==> src/osc_ctl_pkg.sv <==
// Purpose: shared constants and types of the external oscillator controller
// Assumes: 32-bit register port, byte addresses, one aligned word per register
// Notes: all offsets, field positions, reset values and cycle counts live here
package osc_ctl_pkg;

	// ------------------------------------------------------------
	// clock and timing
	// ------------------------------------------------------------
	localparam int CLK_PERIOD_NS = 100;
	localparam int STARTUP_UNIT_NS = 31000;
	localparam int STARTUP_UNIT_CYC = (STARTUP_UNIT_NS + CLK_PERIOD_NS - 1) / CLK_PERIOD_NS;
	localparam int MONITOR_SAFE_PERIODS = 4;
	localparam int SYNC_STAGES = 3;

	// ------------------------------------------------------------
	// register map
	// ------------------------------------------------------------
	localparam logic [7:0] OFS_IRQ_ENABLE_CLEAR = 8'h00;
	localparam logic [7:0] OFS_IRQ_ENABLE_SET = 8'h04;
	localparam logic [7:0] OFS_IRQ_FLAG = 8'h08;
	localparam logic [7:0] OFS_STATUS = 8'h0c;
	localparam logic [7:0] OFS_EXT_OSC_CTRL = 8'h10;
	localparam logic [7:0] OFS_EVENT_CTRL = 8'h14;
	localparam logic [7:0] OFS_SAFE_PRESCALE = 8'h18;

	// irq flag / enable / status bit positions
	localparam int BIT_READY = 0;
	localparam int BIT_CLOCK_FAIL = 1;
	localparam int BIT_SAFE_ACTIVE = 2;

	// external oscillator control fields and event control field
	localparam int POS_ENABLE = 1;
	localparam int POS_CRYSTAL_SELECT = 2;
	localparam int POS_FAIL_DETECT_EN = 3;
	localparam int POS_RETURN_TO_EXT = 4;
	localparam int POS_RUN_IN_STANDBY = 6;
	localparam int POS_ON_REQUEST_ONLY = 7;
	localparam int POS_GAIN = 8;
	localparam int POS_AUTO_AMPLITUDE = 11;
	localparam int POS_STARTUP = 12;
	localparam int POS_EVENT_OUT_EN = 0;

	localparam int GAIN_W = 3;
	localparam int STARTUP_W = 4;
	localparam int PRESCALE_W = 4;

	// reset values
	localparam logic [GAIN_W-1:0] RST_GAIN = 3'h0;
	localparam logic [STARTUP_W-1:0] RST_STARTUP = 4'h0;
	localparam logic [PRESCALE_W-1:0] RST_PRESCALE = 4'h0;
	localparam logic [1:0] RST_IRQ = 2'h0;

	// ------------------------------------------------------------
	// carriers
	// ------------------------------------------------------------
	typedef struct packed {
		logic [7:0] addr;
		logic [31:0] wdata;
		logic wr;
		logic rd;
	} reg_req_t;

	typedef struct packed {
		logic [STARTUP_W-1:0] startup;
		logic auto_amplitude_ctl;
		logic [GAIN_W-1:0] gain;
		logic on_request_only;
		logic run_in_standby;
		logic return_to_ext_clock;
		logic fail_detect_en;
		logic crystal_select;
		logic enable;
	} osc_ctrl_t;

	typedef struct packed {
		logic osc_run;
		logic crystal_mode;
		logic [GAIN_W-1:0] gain;
		logic auto_amplitude;
		logic osc_in_pin_override;
		logic osc_out_pin_override;
	} analog_ctl_t;

	typedef struct packed {
		osc_ctrl_t ctrl;
		logic [1:0] ien;
		logic [1:0] flag;
		logic [PRESCALE_W-1:0] presc;
		logic evt_en;
		logic run_q;
		logic ready;
		logic safe_active;
		logic fail_q;
		logic [23:0] st_cnt;
		logic [31:0] rdata;
		logic clk_out;
		logic evt;
		analog_ctl_t ana;
	} top_state_t;

endpackage

==> src/pin_sync.sv <==
// Purpose: three-stage synchroniser with agreement filter for pin inputs
// Assumes: inputs come from outside the clk_i domain
// Notes: output moves only when stages two and three agree
`timescale 1ns/1ps
module pin_sync #(
	parameter int WIDTH = 1
) (
	input wire logic clk_i,
	input wire logic sys_rst_i,
	input wire logic ce_i,
	input wire logic [WIDTH-1:0] async_i,
	output logic [WIDTH-1:0] sync_o
);
	import osc_ctl_pkg::*;

	typedef struct packed {
		logic [WIDTH-1:0] s1;
		logic [WIDTH-1:0] s2;
		logic [WIDTH-1:0] s3;
		logic [WIDTH-1:0] out;
	} sync_state_t;

	sync_state_t st;
	sync_state_t next_st;

	// ------------------------------------------------------------
	// next state
	// ------------------------------------------------------------
	always_comb begin
		next_st = st;
		next_st.s1 = async_i;
		next_st.s2 = st.s1;
		next_st.s3 = st.s2;
		for (int i = 0; i < WIDTH; i++) begin
			if (st.s2[i] == st.s3[i]) begin
				next_st.out[i] = st.s3[i];
			end
		end
	end

	always_ff @(posedge clk_i) begin
		if (sys_rst_i) begin
			st <= '0;
		end else if (ce_i) begin
			st <= next_st;
		end
	end

	assign sync_o = st.out;
endmodule // pin_sync

==> src/clock_fail_detector.sv <==
// Purpose: safe clock prescaler and activity monitor for the external clock
// Assumes: both clock levels already synchronised to clk_i
// Notes: safe clock period is 2^P fast-oscillator periods
`timescale 1ns/1ps
module clock_fail_detector (
	input wire logic clk_i,
	input wire logic sys_rst_i,
	input wire logic ce_i,
	input wire logic enable_i,
	input wire logic ext_lvl_i,
	input wire logic fast_lvl_i,
	input wire logic [osc_ctl_pkg::PRESCALE_W-1:0] presc_i,
	output logic safe_lvl_o,
	output logic fail_o
);
	import osc_ctl_pkg::*;

	typedef struct packed {
		logic fast_q;
		logic ext_q;
		logic [15:0] half_cnt;
		logic safe_lvl;
		logic [2:0] win_cnt;
		logic seen_rise;
		logic seen_fall;
		logic fail;
	} cfd_state_t;

	cfd_state_t st;
	cfd_state_t next_st;
	logic [15:0] half_lim;
	logic safe_rise;

	// ------------------------------------------------------------
	// prescaler and monitor window
	// ------------------------------------------------------------
	always_comb begin
		next_st = st;
		half_lim = (16'h0001 << presc_i) - 16'h0001;
		safe_rise = 1'b0;
		next_st.fast_q = fast_lvl_i;
		next_st.ext_q = ext_lvl_i;
		// count fast half periods, toggle every 2^P of them
		if (fast_lvl_i != st.fast_q) begin
			if (st.half_cnt >= half_lim) begin
				next_st.half_cnt = 16'h0000;
				next_st.safe_lvl = ~st.safe_lvl;
				safe_rise = ~st.safe_lvl;
			end else begin
				next_st.half_cnt = st.half_cnt + 16'h0001;
			end
		end
		if (!enable_i) begin
			// monitoring off: no verdict kept, window restarts cleanly
			next_st.win_cnt = 3'h0;
			next_st.seen_rise = 1'b0;
			next_st.seen_fall = 1'b0;
			next_st.fail = 1'b0;
		end else begin
			if (ext_lvl_i && !st.ext_q) begin
				next_st.seen_rise = 1'b1;
			end
			if (!ext_lvl_i && st.ext_q) begin
				next_st.seen_fall = 1'b1;
			end
			if (safe_rise) begin
				if (st.win_cnt == 3'(MONITOR_SAFE_PERIODS - 1)) begin
					// status tracks the latest window's activity
					next_st.fail = !(st.seen_rise && st.seen_fall);
					next_st.win_cnt = 3'h0;
					next_st.seen_rise = 1'b0;
					next_st.seen_fall = 1'b0;
				end else begin
					next_st.win_cnt = st.win_cnt + 3'h1;
				end
			end
		end
	end

	always_ff @(posedge clk_i) begin
		if (sys_rst_i) begin
			st <= '0;
		end else if (ce_i) begin
			st <= next_st;
		end
	end

	assign safe_lvl_o = st.safe_lvl;
	assign fail_o = st.fail;
endmodule // clock_fail_detector

==> src/ext_osc_controller.sv <==
// Purpose: external oscillator control with start-up masking and clock fail detection
// Assumes: oscillator and fast oscillator arrive as pins, sampled on clk_i (10 MHz)
// Notes: output clock is a sampled image, usable only for clocks well below clk_i
//
// The register offsets and the plain strobed port were decided locally.
`timescale 1ns/1ps

module ext_osc_controller #(
	parameter int STARTUP_UNIT = osc_ctl_pkg::STARTUP_UNIT_CYC
) (
	input wire logic clk_i,
	input wire logic sys_rst_i,
	input wire logic ce_i,
	input wire osc_ctl_pkg::reg_req_t bus_i,
	output logic [31:0] rdata_o,
	input wire logic ext_osc_clk_i,
	input wire logic fast_osc_clk_i,
	input wire logic standby_i,
	input wire logic periph_req_i,
	input wire logic write_guard_i,
	input wire logic debug_halt_i,
	input wire logic debugger_access_i,
	output osc_ctl_pkg::analog_ctl_t analog_o,
	output logic clk_out_o,
	output logic clk_valid_o,
	output logic clock_fail_evt_o,
	output logic irq_o
);
	import osc_ctl_pkg::*;

	// ------------------------------------------------------------
	// elaboration checks
	// ------------------------------------------------------------
	// the start-up counter must hold the longest delay (unit << 15)
	if (STARTUP_UNIT < 1 || STARTUP_UNIT > 511) begin : g_bad_unit
		$error("STARTUP_UNIT out of range 1..511");
	end

	// the fail window counter is three bits, so at most eight safe periods
	if (MONITOR_SAFE_PERIODS < 1 || MONITOR_SAFE_PERIODS > 8) begin : g_bad_window
		$error("MONITOR_SAFE_PERIODS out of range 1..8");
	end

	// the pin synchroniser is built with exactly three stages
	if (SYNC_STAGES != 3) begin : g_bad_sync
		$error("SYNC_STAGES must be 3");
	end

	top_state_t st;
	top_state_t next_st;

	logic [1:0] pin_lvl;
	logic ext_lvl;
	logic fast_lvl;
	logic safe_lvl;
	logic fail_now;

	logic run_now;
	logic monitor_en;

	logic guarded;
	logic wr_ok;

	logic [1:0] flag_set;
	logic [23:0] startup_cycles;

	logic [31:0] ctrl_word;
	logic [31:0] status_word;

	// ------------------------------------------------------------
	// oscillator-side inputs
	// ------------------------------------------------------------
	// both oscillator signals are foreign to clk_i
	pin_sync #(
		.WIDTH(2)
	) u_sync (
		.clk_i(clk_i),
		.sys_rst_i(sys_rst_i),
		.ce_i(ce_i),
		.async_i({fast_osc_clk_i, ext_osc_clk_i}),
		.sync_o(pin_lvl)
	);

	assign ext_lvl = pin_lvl[0];
	assign fast_lvl = pin_lvl[1];

	// the monitor sees only synchronised levels, never the raw pins
	clock_fail_detector u_cfd (
		.clk_i(clk_i),
		.sys_rst_i(sys_rst_i),
		.ce_i(ce_i),
		.enable_i(monitor_en),
		.ext_lvl_i(ext_lvl),
		.fast_lvl_i(fast_lvl),
		.presc_i(st.presc),
		.safe_lvl_o(safe_lvl),
		.fail_o(fail_now)
	);

	// ------------------------------------------------------------
	// run decision and monitor gating
	// ------------------------------------------------------------
	always_comb begin
		if (!st.ctrl.enable) begin
			run_now = 1'b0;
		end else if (!standby_i) begin
			if (st.ctrl.on_request_only) begin
				run_now = periph_req_i;
			end else begin
				run_now = 1'b1;
			end
		end else if (st.ctrl.run_in_standby && !st.ctrl.on_request_only) begin
			run_now = 1'b1;
		end else begin
			run_now = periph_req_i;
		end
	end

	// monitoring waits for ready so start-up noise is never a failure
	assign monitor_en = st.ctrl.fail_detect_en && st.ready && run_now
		&& !(standby_i && !periph_req_i);

	// debugger and debug halt always pass the guard
	assign guarded = write_guard_i && !debug_halt_i && !debugger_access_i;
	assign wr_ok = bus_i.wr && !guarded;

	// longest delay is the unit shifted by 15, which 24 bits still hold
	assign startup_cycles = 24'(STARTUP_UNIT) << st.ctrl.startup;

	// ------------------------------------------------------------
	// read images
	// ------------------------------------------------------------
	always_comb begin
		ctrl_word = 32'h0000_0000;
		ctrl_word[POS_ENABLE] = st.ctrl.enable;
		ctrl_word[POS_CRYSTAL_SELECT] = st.ctrl.crystal_select;
		ctrl_word[POS_FAIL_DETECT_EN] = st.ctrl.fail_detect_en;
		ctrl_word[POS_RETURN_TO_EXT] = st.ctrl.return_to_ext_clock;
		ctrl_word[POS_RUN_IN_STANDBY] = st.ctrl.run_in_standby;
		ctrl_word[POS_ON_REQUEST_ONLY] = st.ctrl.on_request_only;
		ctrl_word[POS_GAIN +: GAIN_W] = st.ctrl.gain;
		ctrl_word[POS_AUTO_AMPLITUDE] = st.ctrl.auto_amplitude_ctl;
		ctrl_word[POS_STARTUP +: STARTUP_W] = st.ctrl.startup;

		status_word = 32'h0000_0000;
		status_word[BIT_READY] = st.ready;
		status_word[BIT_CLOCK_FAIL] = st.fail_q;
		status_word[BIT_SAFE_ACTIVE] = st.safe_active;
	end

	// ------------------------------------------------------------
	// next state
	// ------------------------------------------------------------
	always_comb begin
		next_st = st;
		flag_set = 2'b00;
		// the fail event is a single-cycle pulse
		next_st.evt = 1'b0;
		// run_q keeps last cycle's decision so a fresh start is seen
		next_st.run_q = run_now;

		// start-up delay: restarts whenever the oscillator turns on
		if (!run_now) begin
			next_st.ready = 1'b0;
			next_st.st_cnt = 24'h00_0000;
		end else if (!st.run_q) begin
			next_st.ready = 1'b0;
			next_st.st_cnt = startup_cycles;
		end else if (st.st_cnt != 24'h00_0000) begin
			next_st.st_cnt = st.st_cnt - 24'h00_0001;
		end else begin
			next_st.ready = 1'b1;
		end

		if (next_st.ready && !st.ready) begin
			flag_set[BIT_READY] = 1'b1;
		end

		// failure status and safe clock switch
		next_st.fail_q = fail_now;
		if (fail_now && !st.fail_q) begin
			flag_set[BIT_CLOCK_FAIL] = 1'b1;
			// once already on the safe clock no further event is sent
			next_st.evt = st.evt_en && !st.safe_active;
			next_st.safe_active = 1'b1;
		end

		// software register writes
		if (wr_ok) begin
			unique case (bus_i.addr)
				OFS_EXT_OSC_CTRL: begin
					next_st.ctrl.enable = bus_i.wdata[POS_ENABLE];
					next_st.ctrl.crystal_select = bus_i.wdata[POS_CRYSTAL_SELECT];
					next_st.ctrl.fail_detect_en = bus_i.wdata[POS_FAIL_DETECT_EN];
					// software can only set the return bit; hardware clears it
					next_st.ctrl.return_to_ext_clock = bus_i.wdata[POS_RETURN_TO_EXT]
						| st.ctrl.return_to_ext_clock;
					next_st.ctrl.run_in_standby = bus_i.wdata[POS_RUN_IN_STANDBY];
					next_st.ctrl.on_request_only = bus_i.wdata[POS_ON_REQUEST_ONLY];
					next_st.ctrl.gain = bus_i.wdata[POS_GAIN +: GAIN_W];
					next_st.ctrl.auto_amplitude_ctl = bus_i.wdata[POS_AUTO_AMPLITUDE];
					next_st.ctrl.startup = bus_i.wdata[POS_STARTUP +: STARTUP_W];
				end
				// set and clear registers touch only the bits written as one
				OFS_IRQ_ENABLE_SET: begin
					next_st.ien = st.ien | bus_i.wdata[1:0];
				end
				OFS_IRQ_ENABLE_CLEAR: begin
					next_st.ien = st.ien & ~bus_i.wdata[1:0];
				end
				OFS_EVENT_CTRL: begin
					next_st.evt_en = bus_i.wdata[POS_EVENT_OUT_EN];
				end
				OFS_SAFE_PRESCALE: begin
					next_st.presc = bus_i.wdata[PRESCALE_W-1:0];
				end
				default: begin
				end
			endcase
		end

		// flag register is never guarded; a new event beats the clear
		if (bus_i.wr && bus_i.addr == OFS_IRQ_FLAG) begin
			next_st.flag = (st.flag & ~bus_i.wdata[1:0]) | flag_set;
		end else begin
			next_st.flag = st.flag | flag_set;
		end

		// switch back once the external clock shows activity again
		if (st.ctrl.return_to_ext_clock) begin
			if (!st.safe_active) begin
				next_st.ctrl.return_to_ext_clock = 1'b0;
			// a window that still fails keeps the safe clock
			end else if (!fail_now) begin
				next_st.safe_active = 1'b0;
				next_st.ctrl.return_to_ext_clock = 1'b0;
			end
		end

		// output clock: masked until ready, safe clock after a failure
		// both edges of ready are masked so no stray half cycle escapes
		if (!st.ready || !next_st.ready) begin
			next_st.clk_out = 1'b0;
		end else if (st.safe_active) begin
			next_st.clk_out = safe_lvl;
		end else begin
			next_st.clk_out = ext_lvl;
		end

		// analog core and pin takeover
		next_st.ana.osc_run = run_now;
		next_st.ana.crystal_mode = st.ctrl.crystal_select;
		next_st.ana.gain = st.ctrl.gain;
		next_st.ana.auto_amplitude = st.ctrl.auto_amplitude_ctl;
		// overrides are levels for the pad mux; the pad itself lives outside
		next_st.ana.osc_in_pin_override = st.ctrl.enable;
		next_st.ana.osc_out_pin_override = st.ctrl.enable && st.ctrl.crystal_select;

		// read port: data valid in the cycle after the strobe only
		next_st.rdata = 32'h0000_0000;
		if (bus_i.rd) begin
			unique case (bus_i.addr)
				OFS_IRQ_ENABLE_CLEAR: begin
					next_st.rdata = {30'h0000_0000, st.ien};
				end
				OFS_IRQ_ENABLE_SET: begin
					next_st.rdata = {30'h0000_0000, st.ien};
				end
				OFS_IRQ_FLAG: begin
					next_st.rdata = {30'h0000_0000, st.flag};
				end
				OFS_STATUS: begin
					next_st.rdata = status_word;
				end
				OFS_EXT_OSC_CTRL: begin
					next_st.rdata = ctrl_word;
				end
				OFS_EVENT_CTRL: begin
					next_st.rdata = {31'h0000_0000, st.evt_en};
				end
				OFS_SAFE_PRESCALE: begin
					next_st.rdata = {28'h000_0000, st.presc};
				end
				default: begin
					next_st.rdata = 32'h0000_0000;
				end
			endcase
		end
	end

	// ------------------------------------------------------------
	// state register
	// ------------------------------------------------------------
	always_ff @(posedge clk_i) begin
		if (sys_rst_i) begin
			st <= '0;
			st.ctrl.gain <= RST_GAIN;
			st.ctrl.startup <= RST_STARTUP;
			st.presc <= RST_PRESCALE;
			st.ien <= RST_IRQ;
			st.flag <= RST_IRQ;
		end else if (ce_i) begin
			st <= next_st;
		end
	end

	// ------------------------------------------------------------
	// outputs
	// ------------------------------------------------------------
	assign rdata_o = st.rdata;
	assign analog_o = st.ana;
	assign clk_out_o = st.clk_out;
	assign clk_valid_o = st.ready;
	assign clock_fail_evt_o = st.evt;
	// combinational so a flag clear drops the request at once
	assign irq_o = |(st.flag & st.ien);
endmodule // ext_osc_controller

==> config.mk <==
export PLATFORM = sky130hd
export DESIGN_NAME = ext_osc_controller
export DESIGN_NICKNAME = d
export VERILOG_FILES = /design/src/osc_ctl_pkg.sv /design/src/pin_sync.sv /design/src/clock_fail_detector.sv /design/src/ext_osc_controller.sv
export SDC_FILE = /design/constraint.sdc
export NUM_CORES = 1
export LEC_CHECK = 0
export BUFFER_PORTS_ARGS = -buffer_cell sky130_fd_sc_hd__buf_2
export CORE_AREA = 2 2 140 142
export DETAILED_ROUTE_END_ITERATION = 10
export DIE_AREA = 0 0 142 144
export SETUP_SLACK_MARGIN = 0.02
export SYNTH_ARGS = -nofsm -noshare
export SYNTH_HDL_FRONTEND = slang
export SYNTH_HIERARCHICAL = 1
export SYNTH_SLANG_ARGS = --single-unit
export TNS_END_PERCENT = 20
==> constraint.sdc <==
create_clock -name clk_i -period 5.4 [get_ports clk_i]
set_clock_uncertainty 0.05 [all_clocks]
set_input_delay 0.81 -clock clk_i [delete_from_list [all_inputs] [get_ports clk_i]]
set_output_delay 0.81 -clock clk_i [all_outputs]
set_load 0.03 [all_outputs]
==> run summary <==
total gr overflow - 0
slowest CP cell - a21oi_4
largest net degree at the start of global routing - 68
Unique masters post-synth - 89
overall power - 1.618 mW
Bufs and invs on worst path - 0
Worst Hold Depth - 2
Vias/cell - 5.348
area delta synth->final - 7.664%
first-pass GRT wire length - 25.83 mm
Seq/Total Area, Yosys - 33.03%
Post-synth ARST share - 0%
worst vdd ir - 0.0002026 V
row cnt - 51
crit path launch type - flip-flop
Root Driver - clkbuf_16
routed len/inst - 15.66 um
Max stage delay on crit path - 0.57 ns
synth top area cells - dfxtp_1 (33%), mux2i_1 (6.4%), nor2_1 (5.3%), ha_1 (5.2%), buf_4 (4.8%)
remaining design rule violation count - 0
ys flop type - dfxtp_1
Initial Util - 34.31%
CTS Hold Bufs - 0
area leader, netlist - dfxtp_1
fin crit share - 74.52%
TritonCTS Buffers - 9
top post-synthesis cells by count - dfxtp_1 (108), nor2_1 (93), nand2_1 (47), a21oi_1 (44)
Setup Buffers After CTS - 0
clock sinks - 108
DP HPWL - 11.19 mm
Core Util, Final - 36.94%
Post-Syn Area - 6546 sq um
YS warnings - 6
critical path endpoint category - flip-flop
met1 Use GR - 21.70%
post-synth top area share - 33.03%
minimum clock period - 4.024 ns
Die ar. - 20450 sq um
routed wire length - 15.86 mm
Max transition margin - 40.37%
Top Usage Layer GRT - met2
Worst Hold Class - reg2reg
critical path type - reg2reg
PwrDens - 229.6 nW/um^2
worst r2r dst - u_cfd/safe_lvl_o
Detailed Routing Iterations Pass 1 - 4
Largest delay share family, worst path - compound AO/OA/AOI/OAI gates
hold_sp - u_cfd/st[5]
run status - complete, no violations
Max Freq - 248.5 MHz
remaining antenna violation count - 0
most used cell, CP - ha_1
M3 GR Usage - 4.040%
Syn Inst Count - 762
IO Pins - 96
Post-synth EDFFs - 0
Pins Over Slew Limit - 0
DR vias - 5418
final setup TNS - 0 ns
clock slew at reported path FFs - 0.08 ns
flops & latches, synth - 108
Tightest Pin Transition - 0.8934 ns
r2r worst-path depth - 12
post-CTS sizing - 0
Hold Path End - u_cfd/st[5]
post-layout net count - 849
M2 GR Usage - 24.46%
crit-path max FO - 16
ant diodes - 0
RePlAce Congestion - 0.8220
dpl cells - 997
Port-buffer cells - 61
critical-path cell list - nor3_1, nand2b_1, ha_1, nor4b_1, a21oi_1, o22a_1, ha_1, nand4_1, a211oi_2, a32oi_4, a21oi_4, mux2_4
CTS Buffer Depth - 2
most frequent cell after synthesis - dfxtp_1
# fillers - 1961
Layout Cells excl Fill - 1013
Die Span Y - 144 um
Final setup viols - 0
leakage - 2.811 nW
GR Util All Layers - 15.60%
WP data required - 5.60 ns
CTS tree - built
Core Box Area - 19080 sq um
DIE WIDTH - 142 um
vias in the first global route - 4865
r2r setup slk - 1.38 ns
share of layout cells above drive strength 1 - 16.90%
initial antenna violation count - 0
H-tree levels - 3
critical path depth - 12
number of max-cap violations - 0
Worst R2R Start - st[73]
critical path arrival - 4.22 ns
Clk Latency, worst-skew pair - 0.36 ns
RSZ-0062 raised after global routing - false
initial DRC count - 431
Syn Area/Cell - 8.591 sq um
final hold vios - 0
[layout make-up]
type                       instances  area, sq um  area share (%)
clock inverter                     7        95.09           1.349
inverter                          30        112.6           1.598
sequential                       108         2162           30.68
multi-input combinational        555         3810           54.06
timing repair buffer              66        345.3           4.900
tap                              238        297.8           4.225
clock buffer                       9        225.2           3.195
[kinds of logic after synthesis]
group	count (synthesis)	share of synthesized area, %
AND/OR/NAND/NOR	273	22.67
flip-flops	108	33.03
adder cells (fa/ha/maj)	27	5.160
other	2	0.1147
XOR/XNOR	20	2.676
AO/OA/AOI/OAI	169	19.02
buffers and inverters	115	9.824
multiplexers	48	7.511
[per-stage QoR]
stage | worst slack, ns | hold slack [ns] | cell area [sq um]
floorplan | 2.183 | 0.3624 | 6606
detailed placement | 1.426 | 0.3784 | 6728
CTS | 1.377 | 0.3887 | 7048
global route | 1.085 | 0.4038 | 7048
global placement | 1.483 | 0.3737 | 6728
finish | 1.376 | 0.3832 | 7048
[cell usage in the layout, fill, tap and decap left out, types with 4 or more instances in the layout]
cell	count
nor2b_1	5
nor3_2	10
buf_2	60
xnor2_1	11
conb_1	18
a22oi_1	13
dfxtp_1	108
nand2_1	47
clkbuf_16	9
nor2_1	93
mux2i_1	42
nor4_1	7
o211ai_1	7
nand4_1	16
and3_1	6
a31oi_1	7
nor4b_1	6
nor3b_1	5
or4_1	5
o31ai_1	8
mux2_2	5
inv_1	29
o21ai_0	24
a21o_1	8
nand3_1	13
a22o_1	8
ha_1	27
nand2b_1	7
or3_1	4
xor2_1	9
buf_4	6
nor3_1	21
a21oi_1	44
[registers in the layout, summed over array words and instances (netlist names), named ones only]
signal / cells
st: 33
u_cfd/st: 23
rdata_o: 15
ctrl_word: 14
analog_o: 8
u_sync/next_st: 4
u_sync/st: 2
u_sync/sync_o: 2
clk_out_o: 1
clk_valid_o: 1
clock_fail_evt_o: 1
u_cfd/fail_o: 1
u_cfd/safe_lvl_o: 1
[worst max path at each step]
stage	start	end
global route	st[73]	u_cfd/safe_lvl_o
detailed placement	st[73]	u_cfd/safe_lvl_o
CTS	st[73]	u_cfd/safe_lvl_o
global placement	st[73]	u_cfd/safe_lvl_o
floorplan	st[73]	u_cfd/safe_lvl_o
finish	st[73]	u_cfd/safe_lvl_o
[worst reg2reg max path: stages (launching register included)]
cell	delay, ns
dfxtp_1	0.47
nor3_1	0.40
nand2b_1	0.14
ha_1	0.33
nor4b_1	0.36
a21oi_1	0.08
o22a_1	0.23
ha_1	0.29
nand4_1	0.14
a211oi_2	0.29
a32oi_4	0.21
a21oi_4	0.58
mux2_4	0.35
[where the power goes]
part / switching, mW / leakage, nW / internal (mW)
logic: 0.0736 / 1.78 / 0.0317
registers: 0.00298 / 0.870 / 0.798
clock network: 0.338 / 0.157 / 0.374
[layer usage]
metal	part of all wire (%)	wire [um]
met3	3.8	595
met2	46	7363
met1	49	7747
met5	0	0
met4	0.98	155
(Power assumes the default switching activity.)
